## src/pwm_out_pkg.sv

```systemverilog
// pwm output-stage package: register map, field layout, carriers
// assumes one pwm generator per instance, 16-bit registers
package pwm_out_pkg;

    // ----------------------------------------------------------------
    // register addresses
    // ----------------------------------------------------------------
    localparam logic [3:0] ADR_ALT_DT   = 4'h0;
    localparam logic [3:0] ADR_TRG_CON  = 4'h1;
    localparam logic [3:0] ADR_IO_CON   = 4'h2;
    localparam logic [3:0] ADR_FCL_CON  = 4'h3;
    localparam logic [3:0] ADR_TRG_CMP  = 4'h4;
    localparam logic [3:0] ADR_DT_CTL   = 4'h5;
    localparam logic [3:0] ADR_STATUS   = 4'h6;

    // writable bit masks, unimplemented bits read zero
    localparam logic [15:0] MSK_ALT_DT  = 16'h3ffc;
    localparam logic [15:0] MSK_TRG_CON = 16'he03f;
    localparam logic [15:0] MSK_IO_CON  = 16'hfffd;
    localparam logic [15:0] MSK_FCL_CON = 16'h1fff;
    localparam logic [15:0] MSK_TRG_CMP = 16'hfff8;
    localparam logic [15:0] RST_REG     = 16'h0000;

    // ----------------------------------------------------------------
    // field positions
    // ----------------------------------------------------------------
    localparam int ALT_HI = 13, ALT_LO = 2;
    localparam int TDIV_HI = 15, TDIV_LO = 13;
    localparam int TSTRT_HI = 5, TSTRT_LO = 0;
    localparam int CMP_HI = 15, CMP_LO = 3;
    localparam int IO_OWNH = 15, IO_OWNL = 14;
    localparam int IO_HIGH_PIN_POLARITY = 13, IO_POLL = 12;
    localparam int PIN_PAIR_MODE_HI = 11, PIN_PAIR_MODE_LO = 10;
    localparam int OVEN_HI = 9, OVEN_LO = 8;
    localparam int OVD_HI = 7, OVD_LO = 6;
    localparam int FDAT_HI = 5, FDAT_LO = 4;
    localparam int LDAT_HI = 3, LDAT_LO = 2;
    localparam int IO_OVERRIDE_SYNC = 0;
    localparam int LSRC_HI = 12, LSRC_LO = 9;
    localparam int LPOL = 8, LMODE = 7;
    localparam int FSRC_HI = 6, FSRC_LO = 3;
    localparam int FPOL = 2;
    localparam int FMOD_HI = 1, FMOD_LO = 0;

    // ----------------------------------------------------------------
    // encodings
    // ----------------------------------------------------------------
    localparam logic [1:0] PM_COMPL = 2'h0;
    localparam logic [1:0] PM_INDEP = 2'h1;
    localparam logic [1:0] PM_PUSH  = 2'h2;
    localparam logic [1:0] FM_CYCLE = 2'h1;
    localparam logic [1:0] DT_RSVD  = 2'h3;
    localparam logic [3:0] SRC_IF2  = 4'hd;
    localparam logic [3:0] SRC_IF4  = 4'hf;
    localparam logic [2:0] CNT_ZERO = 3'h0;
    localparam logic [2:0] CNT_ONE  = 3'h1;

    // external fault and comparator inputs
    typedef struct packed {
        logic [3:0] cmp;
        logic [3:0] sflt;
        logic       if2;
        logic       if4;
    } src_type;

    // pin pair value, high side first
    typedef struct packed {
        logic h;
        logic l;
    } pair_type;

endpackage : pwm_out_pkg

```

## src/pwm_out_ctrl.sv

```systemverilog
// pwm output-stage control: dead time value, trigger postscaler,
// pin ownership, polarity, pair mode, overrides, fault and limit
// assumes time base, roll counter and generator data come from logic
// on CLK; comparator and fault inputs are asynchronous pins
//
// Operation
// - alternate dead time is an unsigned field in bits 13..2, rest zero
// - trigger divider gives one output per N+1 trigger events
// - postscaler starts counting once roll counter equals start select
// - ownership bit one gives pin to pwm, zero gives it to gpio
// - polarity bit zero means active high, one means active low
// - pair mode: 00 complementary, 01 independent, 10 push-pull
// - override enables put override data bits on high and low pins
// - override sync set waits for cycle start, clear takes next clock
// - active fault drives pins from fault data bits
// - active current limit drives pins from limit data bits
// - limit source: comparators, shared faults, independent faults 2 and 4
// - limit polarity bit selects active high or active low source
// - limit acts only while its enable bit is one
// - fault source uses the same encoding as the limit source
// - fault polarity bit selects active high or active low source
// - fault mode 01 forces pins per cycle, 11 disables the fault
// - limit override holds until the next pwm cycle begins
// - trigger event when time base matches trigger compare value
// - dead time select: positive, negative, none, 11 reserved
`timescale 1ns/1ps
`default_nettype none

module pwm_out_ctrl
    import pwm_out_pkg::*;
(
    input  wire logic        CLK,
    input  wire logic        RST,
    input  wire logic        CE,
    input  wire logic [3:0]  ADDR,
    input  wire logic [15:0] WDATA,
    input  wire logic        WR,
    input  wire logic        RD,
    output var  logic [15:0] RDATA,
    input  wire logic [15:0] TIME_BASE,
    input  wire logic [5:0]  ROLL_COUNT,
    input  wire logic        CYCLE_START,
    input  wire logic        GEN_HIGH,
    input  wire logic        GEN_LOW,
    input  wire logic        GPIO_HIGH,
    input  wire logic        GPIO_LOW,
    input  wire src_type     SRC_PINS,
    output var  logic        HIGH_SIDE_OUT,
    output var  logic        LOW_SIDE_OUT,
    output var  logic        TRIG_OUT,
    output var  logic [11:0] ALT_DEAD_TIME,
    output var  logic [1:0]  DEAD_TIME_SEL
);

    // ----------------------------------------------------------------
    // state
    // ----------------------------------------------------------------
    typedef struct packed {
        logic [15:0] alt_dt;
        logic [15:0] trg_con;
        logic [15:0] io_con;
        logic [15:0] fcl_con;
        logic [15:0] trg_cmp;
        logic [1:0]  dt_ctl;
        logic [1:0]  ovr_en;
        logic [1:0]  ovr_dat;
        src_type     sync1;
        src_type     sync2;
        logic        flt_lat;
        logic        lim_lat;
        logic        tb_match;
        logic        armed;
        logic [2:0]  post_cnt;
        logic        push_ph;
        pair_type    pin;
        logic        trig;
        logic [15:0] rdata;
    } state_type;

    state_type st_q;
    state_type st_d;

    // ----------------------------------------------------------------
    // helpers
    // ----------------------------------------------------------------

    // selected source level; valid low on reserved codes
    function automatic logic [1:0] src_pick(
        input logic [3:0] code,
        input src_type    s
    );
        logic [1:0] r;
        r = 2'b00;
        if (code[3:2] == 2'b00)
        begin
            r = {1'b1, s.cmp[code[1:0]]};
        end
        else if (code[3:2] == 2'b10)
        begin
            r = {1'b1, s.sflt[code[1:0]]};
        end
        else if (code == SRC_IF2)
        begin
            r = {1'b1, s.if2};
        end
        else if (code == SRC_IF4)
        begin
            r = {1'b1, s.if4};
        end
        return r;
    endfunction : src_pick

    // register write with unimplemented bits kept at zero
    function automatic logic [15:0] wr_mask(
        input logic [15:0] d,
        input logic [15:0] m
    );
        return d & m;
    endfunction : wr_mask

    // ----------------------------------------------------------------
    // next state
    // ----------------------------------------------------------------
    logic [1:0] lim_src;
    logic [1:0] flt_src;
    logic       lim_now;
    logic       flt_now;
    logic       match;
    logic       event_p;
    logic       ovr_take;
    pair_type   gen;
    pair_type   mux;

    always_comb
    begin
        st_d = st_q;
        st_d.trig = 1'b0;
        st_d.rdata = RST_REG;

        // two-flop synchroniser for asynchronous source pins
        st_d.sync1 = SRC_PINS;
        st_d.sync2 = st_q.sync1;

        // register writes
        if (WR)
        begin
            if (ADDR == ADR_ALT_DT)
            begin
                st_d.alt_dt = wr_mask(WDATA, MSK_ALT_DT);
            end
            else if (ADDR == ADR_TRG_CON)
            begin
                st_d.trg_con = wr_mask(WDATA, MSK_TRG_CON);
                st_d.armed = 1'b0;  // new start select clears the arm
            end
            else if (ADDR == ADR_IO_CON)
            begin
                st_d.io_con = wr_mask(WDATA, MSK_IO_CON);
            end
            else if (ADDR == ADR_FCL_CON)
            begin
                st_d.fcl_con = wr_mask(WDATA, MSK_FCL_CON);
            end
            else if (ADDR == ADR_TRG_CMP)
            begin
                st_d.trg_cmp = wr_mask(WDATA, MSK_TRG_CMP);
            end
            else if (ADDR == ADR_DT_CTL)
            begin
                st_d.dt_ctl = WDATA[1:0];
            end
        end

        // register reads, data stands in the next cycle only
        if (RD)
        begin
            if (ADDR == ADR_ALT_DT)
            begin
                st_d.rdata = st_q.alt_dt;
            end
            else if (ADDR == ADR_TRG_CON)
            begin
                st_d.rdata = st_q.trg_con;
            end
            else if (ADDR == ADR_IO_CON)
            begin
                st_d.rdata = st_q.io_con;
            end
            else if (ADDR == ADR_FCL_CON)
            begin
                st_d.rdata = st_q.fcl_con;
            end
            else if (ADDR == ADR_TRG_CMP)
            begin
                st_d.rdata = st_q.trg_cmp;
            end
            else if (ADDR == ADR_DT_CTL)
            begin
                st_d.rdata = {14'h0000, st_q.dt_ctl};
            end
            else if (ADDR == ADR_STATUS)
            begin
                st_d.rdata = {8'h00, st_q.flt_lat, st_q.lim_lat,
                              st_q.armed, st_q.push_ph, 1'b0,
                              st_q.post_cnt};
            end
        end

        // source selection and polarity; reserved codes never assert
        lim_src = src_pick(st_q.fcl_con[LSRC_HI:LSRC_LO], st_q.sync2);
        flt_src = src_pick(st_q.fcl_con[FSRC_HI:FSRC_LO], st_q.sync2);
        lim_now = lim_src[1] & st_q.fcl_con[LMODE]
                & (lim_src[0] ^ st_q.fcl_con[LPOL]);
        flt_now = flt_src[1]
                & (st_q.fcl_con[FMOD_HI:FMOD_LO] == FM_CYCLE)
                & (flt_src[0] ^ st_q.fcl_con[FPOL]);

        // latched until the next cycle start; a new hit wins the clear
        st_d.lim_lat = lim_now | (st_q.lim_lat & ~CYCLE_START);
        st_d.flt_lat = flt_now | (st_q.flt_lat & ~CYCLE_START);

        // override data: cycle start when synced, else next clock
        ovr_take = ~st_q.io_con[IO_OVERRIDE_SYNC] | CYCLE_START;
        if (ovr_take)
        begin
            st_d.ovr_en = st_q.io_con[OVEN_HI:OVEN_LO];
            st_d.ovr_dat = st_q.io_con[OVD_HI:OVD_LO];
        end

        // push-pull phase alternates every pwm cycle
        if (CYCLE_START)
        begin
            st_d.push_ph = ~st_q.push_ph;
        end

        // trigger event on the first cycle of a compare match
        match = TIME_BASE[CMP_HI:CMP_LO] == st_q.trg_cmp[CMP_HI:CMP_LO];
        st_d.tb_match = match;
        event_p = match & ~st_q.tb_match;

        // postscaler enabled once roll count hits start select
        // a write to trigger control clears the arm and must not be undone here
        if (ROLL_COUNT == st_q.trg_con[TSTRT_HI:TSTRT_LO]
            && !(WR && ADDR == ADR_TRG_CON))
        begin
            st_d.armed = 1'b1;
        end
        if (event_p && st_q.armed)
        begin
            if (st_q.post_cnt == st_q.trg_con[TDIV_HI:TDIV_LO])
            begin
                st_d.post_cnt = CNT_ZERO;
                st_d.trig = 1'b1;
            end
            else
            begin
                st_d.post_cnt = st_q.post_cnt + CNT_ONE;
            end
        end

        // generator data shaped by pair mode; reserved drives inactive
        gen = '0;
        case (st_q.io_con[PIN_PAIR_MODE_HI:PIN_PAIR_MODE_LO])
            PM_COMPL:
            begin
                gen = {GEN_HIGH, ~GEN_HIGH};
            end
            PM_INDEP:
            begin
                gen = {GEN_HIGH, GEN_LOW};
            end
            PM_PUSH:
            begin
                gen = {GEN_HIGH & ~st_q.push_ph,
                       GEN_HIGH & st_q.push_ph};
            end
            default:
            begin
                gen = '0;
            end
        endcase

        // priority chain, lowest first so later steps win
        mux = gen;
        if (st_q.ovr_en[1])
        begin
            mux.h = st_q.ovr_dat[1];
        end
        if (st_q.ovr_en[0])
        begin
            mux.l = st_q.ovr_dat[0];
        end
        if (st_q.lim_lat)
        begin
            mux = st_q.io_con[LDAT_HI:LDAT_LO];
        end
        if (st_q.flt_lat)
        begin
            mux = st_q.io_con[FDAT_HI:FDAT_LO];
        end

        // polarity applied last, then ownership picks pwm or gpio
        mux.h = mux.h ^ st_q.io_con[IO_HIGH_PIN_POLARITY];
        mux.l = mux.l ^ st_q.io_con[IO_POLL];
        st_d.pin.h = st_q.io_con[IO_OWNH] ? mux.h : GPIO_HIGH;
        st_d.pin.l = st_q.io_con[IO_OWNL] ? mux.l : GPIO_LOW;
    end

    // ----------------------------------------------------------------
    // registers
    // ----------------------------------------------------------------

    // clock enable low freezes every bit; reset still clears them whatever the enable
    always_ff @(posedge CLK)
    begin
        if (RST)
        begin
            st_q <= '0;
        end
        else if (CE)
        begin
            st_q <= st_d;
        end
    end

    // ----------------------------------------------------------------
    // outputs, all straight from flops
    // ----------------------------------------------------------------
    assign RDATA         = st_q.rdata;
    assign HIGH_SIDE_OUT = st_q.pin.h;
    assign LOW_SIDE_OUT  = st_q.pin.l;
    assign TRIG_OUT      = st_q.trig;
    assign ALT_DEAD_TIME = st_q.alt_dt[ALT_HI:ALT_LO];
    assign DEAD_TIME_SEL = st_q.dt_ctl;

endmodule : pwm_out_ctrl

`default_nettype wire

```

## config.mk

```make
export PLATFORM = sky130hd
export DESIGN_NAME = pwm_out_ctrl
export DESIGN_NICKNAME = d
export VERILOG_FILES = /design/src/pwm_out_pkg.sv /design/src/pwm_out_ctrl.sv
export SDC_FILE = /design/constraint.sdc
export NUM_CORES = 1
export LEC_CHECK = 0
export ABC_AREA = 1
export BUFFER_PORTS_ARGS = -buffer_cell sky130_fd_sc_hd__buf_4
export CAP_MARGIN = 20
export CORE_MARGIN = 8
export CORE_UTILIZATION = 40
export CTS_CLUSTER_DIAMETER = 150
export DETAILED_ROUTE_END_ITERATION = 7
export SETUP_SLACK_MARGIN = 0.1
export SYNTH_ARGS = -nofsm -noshare
export SYNTH_HDL_FRONTEND = slang
export SYNTH_SLANG_ARGS = --single-unit
export TNS_END_PERCENT = 10
```

## constraint.sdc

```tcl
create_clock -name CLK -period 1.5 [get_ports CLK]
set_clock_uncertainty 0.2 [all_clocks]
set_input_delay 0.3 -clock CLK [delete_from_list [all_inputs] [get_ports CLK]]
set_output_delay 0.3 -clock CLK [all_outputs]
set_load 0.01 [all_outputs]
```

==> run summary, run 1 <==
SYNTH
-------------------------------------------------------------------------------------------
Average cell area after synthesis ............................................     7.07 um2
Leading register cell type out of synthesis .................................. sky130_fd_sc_hd__dfxtp_1
Most numerous cell types in the synthesized netlist .......................... 133 x sky130_fd_sc_hd__nand2_1, 115 x sky130_fd_sc_hd__dfxtp_1, 99 x sky130_fd_sc_hd__a21oi_1, 79 x sky130_fd_sc_hd__o21ai_0, 77 x sky130_fd_sc_hd__nor2_1
Number of enable flip-flop cells after synthesis .............................            0
Ranking of synthesized cells by area ......................................... sky130_fd_sc_hd__dfxtp_1 42%, sky130_fd_sc_hd__nand2_1 9.1%, sky130_fd_sc_hd__a21oi_1 9.0%
Yosys Warn Count .............................................................            0
Synthesized flop and latch total .............................................          115
Net count after synthesis ....................................................          841
Count of unique library cells instantiated by Yosys ..........................           36
Proportion of register bits with asynchronous set or reset after synthesis ...           0%
Post-synthesis instance total ................................................          778
Sequential share of the synthesized area .....................................        41.8%
Leading cell type by number of instances after synthesis ..................... sky130_fd_sc_hd__nand2_1
Cell area after synthesis ....................................................     5500 um2
Cell type with the largest total area after synthesis ........................ sky130_fd_sc_hd__dfxtp_1
Top-area cell type share of the netlist area .................................        41.8%

SETUP PATH
-------------------------------------------------------------------------------------------
Cell with the largest stage delay on the worst path .......................... sky130_fd_sc_hd__dfxtp_2
Critical path fanouts, max ...................................................            5
Sort of element at the end of the critical path ..............................         flop
Launch point of the worst reg-to-reg path .................................... st_q[57]$_SDFFE_PP0P_
Origin of the worst setup path ............................................... st_q[57]$_SDFFE_PP0P_
Largest delay share family, worst path ....................................... simple AND/OR/NAND/NOR gates
Cell depth of the worst flop-to-flop path ....................................            9
Worst setup path class .......................................................      reg2reg
Slowest cell delay on critical path ..........................................       320 ps
Setup slack, reg-to-reg ......................................................      -240 ps
Type of element launching the critical path ..................................         flop
Number of cells on the critical path .........................................            9
CP required ..................................................................      1620 ps
Worst path buffer plus inverter count ........................................            1
End of the worst register-to-register path ................................... st_q[22]$_SDFFE_PP0P_
Data arrival, critical path ..................................................      1860 ps
Critical path endpoint ....................................................... st_q[22]$_SDFFE_PP0P_
Cells along the critical path ................................................ inv_2, or2_2, nand4_1, nor2_1, nand2_1, nor2_4, nand3b_1, nand2_1, nor2_1

PLACE
-------------------------------------------------------------------------------------------
Standard cell area after detailed placement ..................................     6580 um2
Placer Congestion ............................................................        0.917
Number of port buffers .......................................................           91
DPL Wire Length ..............................................................     13400 um

ROUTE
-------------------------------------------------------------------------------------------
Routed Wire Length ...........................................................     18000 um
Number of design-rule violations left by the first detailed-router iteration .          437
M1 WL ........................................................................      8010 um
Vias after detailed routing ..................................................         5653
Detailed-routing iteration count for the pre-antenna-repair pass .............            5
Detailed-routed wire length on met2 ..........................................      8630 um
Drt via density ..............................................................         5.12
Post-detailed-route wirelength per cell ......................................      16.3 um
Count of antenna-violating nets left after detailed routing ..................            0
Remaining design rule violation count ........................................            0
Routed length on met3 ........................................................       905 um
Uppermost signal routing layer after detailed routing ........................         met4

DIE
-------------------------------------------------------------------------------------------
Width of the chip ............................................................       133 um
Total I/O pin count ..........................................................           95
Core Box Area ................................................................    13700 um2
Overall die area .............................................................    17800 um2
Number of rows created at floorplan ..........................................           43
Effective utilization at floorplan ...........................................        40.3%
Y dimension of the die .......................................................       133 um

CTS
-------------------------------------------------------------------------------------------
CTS HTree Levels .............................................................            4
Clock latency at the later pin of the worst-skew pair ........................       430 ps
Clock Tree Root .............................................................. sky130_fd_sc_hd__clkbuf_16
TritonCTS Buffers ............................................................           17
Clock tree from TritonCTS ....................................................        built
# clock sinks ................................................................          115
Worst-path clk slew ..........................................................        60 ps
Max Buffers Root-to-Sink .....................................................            2

TIMING
-------------------------------------------------------------------------------------------
Unrepaired setup endpoints after global routing ..............................         true
Tightest slew margin relative to the limit ...................................        68.2%
Transition time at the pin with the least slew margin ........................       476 ps
Number of failing hold endpoints at the final stage ..........................            0
Tcrit/Tclk final .............................................................         116%
Maximum clock frequency ......................................................      575 MHz
Clock period minus final worst setup slack ...................................      1740 ps
Final hold slack .............................................................      9.22 ps
Total count of max-transition violations in the final report .................            0
Setup slack of the critical path after layout ................................      -238 ps
Final setup violation count ..................................................            7

HOLD PATH
-------------------------------------------------------------------------------------------
Number of stages on the worst hold path ......................................            3
Type of the tightest min-delay check .........................................       in2reg

GRT
-------------------------------------------------------------------------------------------
Antenna violations before repair .............................................            0
Total Routing Usage GR .......................................................        20.4%
GRT overflow .................................................................            0
Global-route wire length before repair .......................................     29000 um
Via count of the first global-routing pass ...................................         5602
Largest net degree at the start of global routing ............................           76

CELLS AND AREA
-------------------------------------------------------------------------------------------
ANT cells ....................................................................            0
Fraction of layout cells with a size suffix above 1 ..........................        29.1%
Nets .........................................................................          975
Post-route cell area .........................................................     7630 um2
# fillers ....................................................................         1321
Area growth from synthesis to final layout ...................................        38.6%

RUN STATUS
-------------------------------------------------------------------------------------------
Outcome ...................................................................... complete, but fails checks
Violations in the final reports .............................................. negative setup slack

PWR
-------------------------------------------------------------------------------------------
Areal power density over the cells ...........................................  1080 nW/um2
Final total power ............................................................    0.00826 W
Largest vdd supply drop ......................................................   0.000746 V
Total leakage power ..........................................................      3.16 nW

FLOW RUN
-------------------------------------------------------------------------------------------
Number of max-capacitance violations reported ................................            0

==> registers in the layout, summed over array words and instances (netlist names) <==
signal and flops:
DEAD_TIME_SEL 2, st_d 10, HIGH_SIDE_OUT 1, LOW_SIDE_OUT 1, RDATA 16, st_q 72
ALT_DEAD_TIME 12, TRIG_OUT 1
==> cell families after synthesis <==
kind of cell	share of synthesized area [%]
xor gates and xnor gates	1.75
and+or+nand+nor	22.1
buffers and inverters	12.4
adders and majority gates	0.227
DFF	41.8
AOI/OAI and AO/OA	21.6
==> worst reg2reg max path: stages (launching register included) <==
cell and delay, ps:
sky130_fd_sc_hd__dfxtp_2 320, sky130_fd_sc_hd__inv_2 60, sky130_fd_sc_hd__or2_2 90, sky130_fd_sc_hd__nand4_1 190, sky130_fd_sc_hd__nor2_1 150, sky130_fd_sc_hd__nand2_1 100, sky130_fd_sc_hd__nor2_4 200, sky130_fd_sc_hd__nand3b_1 160
sky130_fd_sc_hd__nand2_1 110, sky130_fd_sc_hd__nor2_1 50
==> worst min path at each step <==
stage	start	endpoint	slack, ps
after detailed placement	st_q[48]$_SDFFE_PP0P_	st_q[48]$_SDFFE_PP0P_	250
after global placement	st_q[48]$_SDFFE_PP0P_	st_q[48]$_SDFFE_PP0P_	240
after floorplan	st_q[48]$_SDFFE_PP0P_	st_q[48]$_SDFFE_PP0P_	230
final	WDATA[8]	ALT_DEAD_TIME[6]$_SDFFE_PP0P_	9
after CTS	WDATA[3]	ALT_DEAD_TIME[1]$_SDFFE_PP0P_	1
after global routing	WDATA[3]	ALT_DEAD_TIME[1]$_SDFFE_PP0P_	5
==> layer usage <==
| layer | GRT usage [%] | vias up |
|---|---|---|
| li1 | - | 2814 |
| met5 | 0 | - |
| met4 | 7.55 | 0 |
| met1 | 25.0 | 2658 |
| met3 | 5.01 | 32 |
| met2 | 34.0 | 149 |
==> what timing repair did <==
action,4_1_cts,5_1_grt
endpoints found under the hold margin,30,0
setup endpoints to repair,24,53
gates resized for setup,37,38
buffers inserted,3,1
cloned,0,0
pin swaps,12,6
hold buffers,23,0
==> placed cells by master (no fill, tap or decap), types with 5 or more instances in the layout <==
cell	n
sky130_fd_sc_hd__buf_4	133
sky130_fd_sc_hd__nand2_1	131
sky130_fd_sc_hd__a21oi_1	96
sky130_fd_sc_hd__dfxtp_1	80
sky130_fd_sc_hd__o21ai_0	77
sky130_fd_sc_hd__nor2_1	76
sky130_fd_sc_hd__inv_1	64
sky130_fd_sc_hd__nand3_1	46
sky130_fd_sc_hd__dfxtp_2	35
sky130_fd_sc_hd__dlygate4sd3_1	23
sky130_fd_sc_hd__clkbuf_16	17
sky130_fd_sc_hd__buf_6	17
sky130_fd_sc_hd__inv_2	14
sky130_fd_sc_hd__o21ai_1	11
sky130_fd_sc_hd__o22ai_1	10
sky130_fd_sc_hd__nand2_2	8
sky130_fd_sc_hd__buf_12	7
sky130_fd_sc_hd__xor2_1	6
sky130_fd_sc_hd__xnor2_1	5
sky130_fd_sc_hd__nand4_1	5
sky130_fd_sc_hd__o221ai_1	5
sky130_fd_sc_hd__a21oi_2	5
==> layout make-up <==
class | count | area [um2] | share of cell area [%]
inverter | 80 | 303 | 3.97
timing repair buffer | 180 | 1560 | 20.5
clock buffer | 19 | 443 | 5.81
multi-input combinational | 518 | 2570 | 33.7
sequential | 115 | 2350 | 30.8
clock inverter | 13 | 183 | 2.40
tap | 180 | 225 | 2.95
==> power breakdown <==
group | switching [W] | internal (W)
combinational | 0.000416 | 0.000350
clock | 0.00151 | 0.00282
sequential | 0.0000473 | 0.00313
==> per-stage QoR <==
stage                     worst slack [ps]  cells  TNS, ps  util [%]
after global placement                -368   1046   -13530      48.2
after floorplan                       32.7    778        0         -
final                                 -238   1105    -1100      55.8
after detailed placement              -382   1046   -15050      48.2
after global routing                  -384   1105    -2070      55.8
after CTS                             -192   1104     -800      55.0
No activity file was read; power rests on OpenSTA's default activity.
==> run 2, diff against run 1 <==
CORE_MARGIN = 3   (was 8)
==> run summary, run 2 (synthesis results as in run 1) <==
CELLS AND AREA
-------------------------------------------------------------------------------------------
Commonest non-fill, non-tap cell in the layout ............................... sky130_fd_sc_hd__nand2_1
Nets .........................................................................          970   -0.51%
Top library cells by usage in the layout, fill and taps aside ................ 129 x sky130_fd_sc_hd__nand2_1, 123 x sky130_fd_sc_hd__buf_4, 96 x sky130_fd_sc_hd__a21oi_1, 77 x sky130_fd_sc_hd__o21ai_0, 75 x sky130_fd_sc_hd__nor2_1
ANT cells ....................................................................            0   unchanged
Number of flip-flops in the largest register .................................           72   unchanged
Area growth from synthesis to final layout ...................................        38.3%
Largest register by flop count ...............................................         st_q
Fraction of layout cells with a size suffix above 1 ..........................        29.5%   +0.38 points

DIE
-------------------------------------------------------------------------------------------
Overall die area .............................................................    15200 um2   -14%
Core Box Area ................................................................    13300 um2   -2.3%
Total I/O pin count ..........................................................           95   unchanged
Number of rows created at floorplan ..........................................           42   -2.3%
Y dimension of the die .......................................................       123 um   -7.5%
Effective utilization at floorplan ...........................................        41.2%   +0.96 points
Width of the chip ............................................................       123 um   -7.5%

SETUP PATH
-------------------------------------------------------------------------------------------
CP required ..................................................................      1650 ps   +30 ps
Worst setup path class .......................................................      reg2reg
Critical path fanouts, max ...................................................            5   unchanged
Type of element launching the critical path ..................................         flop
Critical path endpoint ....................................................... st_q[20]$_SDFFE_PP0P_
Origin of the worst setup path ............................................... st_q[56]$_SDFFE_PP0P_
Sort of element at the end of the critical path ..............................         flop
Data arrival, critical path ..................................................      1820 ps   -40 ps
Launch point of the worst reg-to-reg path .................................... st_q[56]$_SDFFE_PP0P_
Setup slack, reg-to-reg ......................................................      -170 ps   +70 ps
Cell depth of the worst flop-to-flop path ....................................            9   unchanged
End of the worst register-to-register path ................................... st_q[20]$_SDFFE_PP0P_

ROUTE
-------------------------------------------------------------------------------------------
Detailed-routing iteration count for the pre-antenna-repair pass .............            5   unchanged
Count of antenna-violating nets left after detailed routing ..................            0   unchanged
Number of design-rule violations left by the first detailed-router iteration .          517   +18%
Vias after detailed routing ..................................................         5690   +0.65%
Remaining design rule violation count ........................................            0   unchanged
Routed Wire Length ...........................................................     17400 um   -3.5%
Post-detailed-route wirelength per cell ......................................      15.9 um   -2.7%
Drt via density ..............................................................         5.19   +1.5%

TIMING
-------------------------------------------------------------------------------------------
Transition time at the pin with the least slew margin ........................       473 ps   -3.19 ps
Final setup violation count ..................................................            5   -2
Tcrit/Tclk final .............................................................         111%   -4.7 points
Clock period minus final worst setup slack ...................................      1670 ps   -69.9 ps
Total count of max-transition violations in the final report .................            0   unchanged
Setup slack of the critical path after layout ................................      -168 ps   +69.9 ps
Unrepaired setup endpoints after global routing ..............................         true
Maximum clock frequency ......................................................      600 MHz   +4.2%
Setup TNS ....................................................................      -695 ps   +409 ps
Number of failing hold endpoints at the final stage ..........................            0   unchanged
Tightest slew margin relative to the limit ...................................        68.4%   +0.21 points
Final hold slack .............................................................      11.6 ps   +2.34 ps

PWR
-------------------------------------------------------------------------------------------
Total leakage power ..........................................................      3.14 nW   -0.87%
Final total power ............................................................    0.00812 W   -1.8%
Areal power density over the cells ...........................................  1070 nW/um2   -1.6%
Largest vdd supply drop ......................................................   0.000671 V   -10%

CTS
-------------------------------------------------------------------------------------------
# clock sinks ................................................................          115   unchanged
Worst-path clk slew ..........................................................        60 ps   about the same
Clock Tree Root .............................................................. sky130_fd_sc_hd__clkbuf_16
Max Buffers Root-to-Sink .....................................................            2   unchanged
CTS HTree Levels .............................................................            4   unchanged
Clock latency at the later pin of the worst-skew pair ........................       430 ps   about the same
TritonCTS Buffers ............................................................           17   unchanged
Clock tree from TritonCTS ....................................................        built

PLACE
-------------------------------------------------------------------------------------------
Placer Congestion ............................................................        0.923   +0.65%
DPL Wire Length ..............................................................     12500 um   -6.9%
Number of port buffers .......................................................           91   unchanged

RUN STATUS
-------------------------------------------------------------------------------------------
Outcome ...................................................................... complete, but fails checks
Violations in the final reports .............................................. negative setup slack

GRT
-------------------------------------------------------------------------------------------
Antenna violations before repair .............................................            0   unchanged
Via count of the first global-routing pass ...................................         5354   -4.4%
Largest net degree at the start of global routing ............................           76   unchanged
Global-route wire length before repair .......................................     26800 um   -7.3%
Met3 global-route usage ......................................................        5.81%   +0.80 points
Total Routing Usage GR .......................................................        23.2%   +2.8 points
Global routing usage on met2 .................................................        37.6%   +3.7 points
Global-route track usage on met1 .............................................        29.5%   +4.5 points
GRT overflow .................................................................            0   unchanged
Busiest metal layer after global routing .....................................         met2

HOLD PATH
-------------------------------------------------------------------------------------------
Type of the tightest min-delay check .........................................       in2reg

FLOW RUN
-------------------------------------------------------------------------------------------
Number of max-capacitance violations reported ................................            0   unchanged

-- run 2: cell count changes in the layout (fill, tap and decap cells not counted), moves of 3 or more --
cell	previous run	this run
sky130_fd_sc_hd__buf_4	133	123
sky130_fd_sc_hd__dfxtp_1	80	74
sky130_fd_sc_hd__dfxtp_2	35	39
sky130_fd_sc_hd__dlygate4sd3_1	23	26
sky130_fd_sc_hd__inv_2	14	17
-- run 2: what timing repair did --
item / 4_1_cts / 5_1_grt
endpoints found under the hold margin: 36 / 0
setup endpoints to repair: 22 / 58
resized for setup: 42 / 48
pin swaps: 10 / 11
hold buffers: 26 / 0
setup buffers: 0 / 1
-- run 2: final cells by class --
| class | count | area, um2 |
|---|---|---|
| multi-input combinational | 518 | 2590 |
| sequential | 115 | 2360 |
| inverter | 80 | 300 |
| fill | 1261 | 5740 |
| timing repair buffer | 175 | 1540 |
| clock inverter | 9 | 128 |
| clock buffer | 23 | 478 |
| tap | 176 | 220 |
-- run 2: layer usage --
layer / part of all wire, % / routed length, um
met5: 0 / 0
met4: 2.2 / 385
met3: 6.4 / 1120
met2: 48 / 8310
met1: 44 / 7560
-- run 2: worst min path at each step --
stage	startpoint	end	slack [ps]	cells past startpoint
6_report	WDATA[9]	ALT_DEAD_TIME[7]$_SDFFE_PP0P_	10	3
5_1_grt	WDATA[9]	st_q[94]$_SDFFE_PP0P_	30	3
4_1_cts	WDATA[12]	st_q[97]$_SDFFE_PP0P_	1	3
3_5_place_dp	st_q[48]$_SDFFE_PP0P_	st_q[48]$_SDFFE_PP0P_	250	2
3_3_place_gp	st_q[48]$_SDFFE_PP0P_	st_q[48]$_SDFFE_PP0P_	240	2
2_1_floorplan	st_q[48]$_SDFFE_PP0P_	st_q[48]$_SDFFE_PP0P_	230	2
-- run 2: worst max-delay path, stage by stage (launching register included) --
cell	delay, ps
sky130_fd_sc_hd__dfxtp_2	310
sky130_fd_sc_hd__inv_2	50
sky130_fd_sc_hd__or2_2	90
sky130_fd_sc_hd__nand4_1	190
sky130_fd_sc_hd__nor2_1	150
sky130_fd_sc_hd__nand2_1	90
sky130_fd_sc_hd__nor2_4	160
sky130_fd_sc_hd__nand2_2	90
sky130_fd_sc_hd__xor2_1	150
sky130_fd_sc_hd__nor2_1	110
-- run 2: where the power goes --
group	total [W]	switching, W	internal (W)
sequential	0.00317	0.0000458	0.00313
clock	0.00417	0.00144	0.00273
combinational	0.000767	0.000418	0.000349
total	0.00812	0.00191	0.00621
-- run 2: per-stage QoR --
stage	instance area [um2]	instances	worst slack (ps)	utilization, %
finish	7610	1096	-168	57.0
global route	7610	1096	-311	57.0
CTS	7490	1095	-106	56.1
detailed placement	6540	1037	-304	49.0
global placement	6540	1037	-291	49.0
floorplan	5500	778	32.7	-
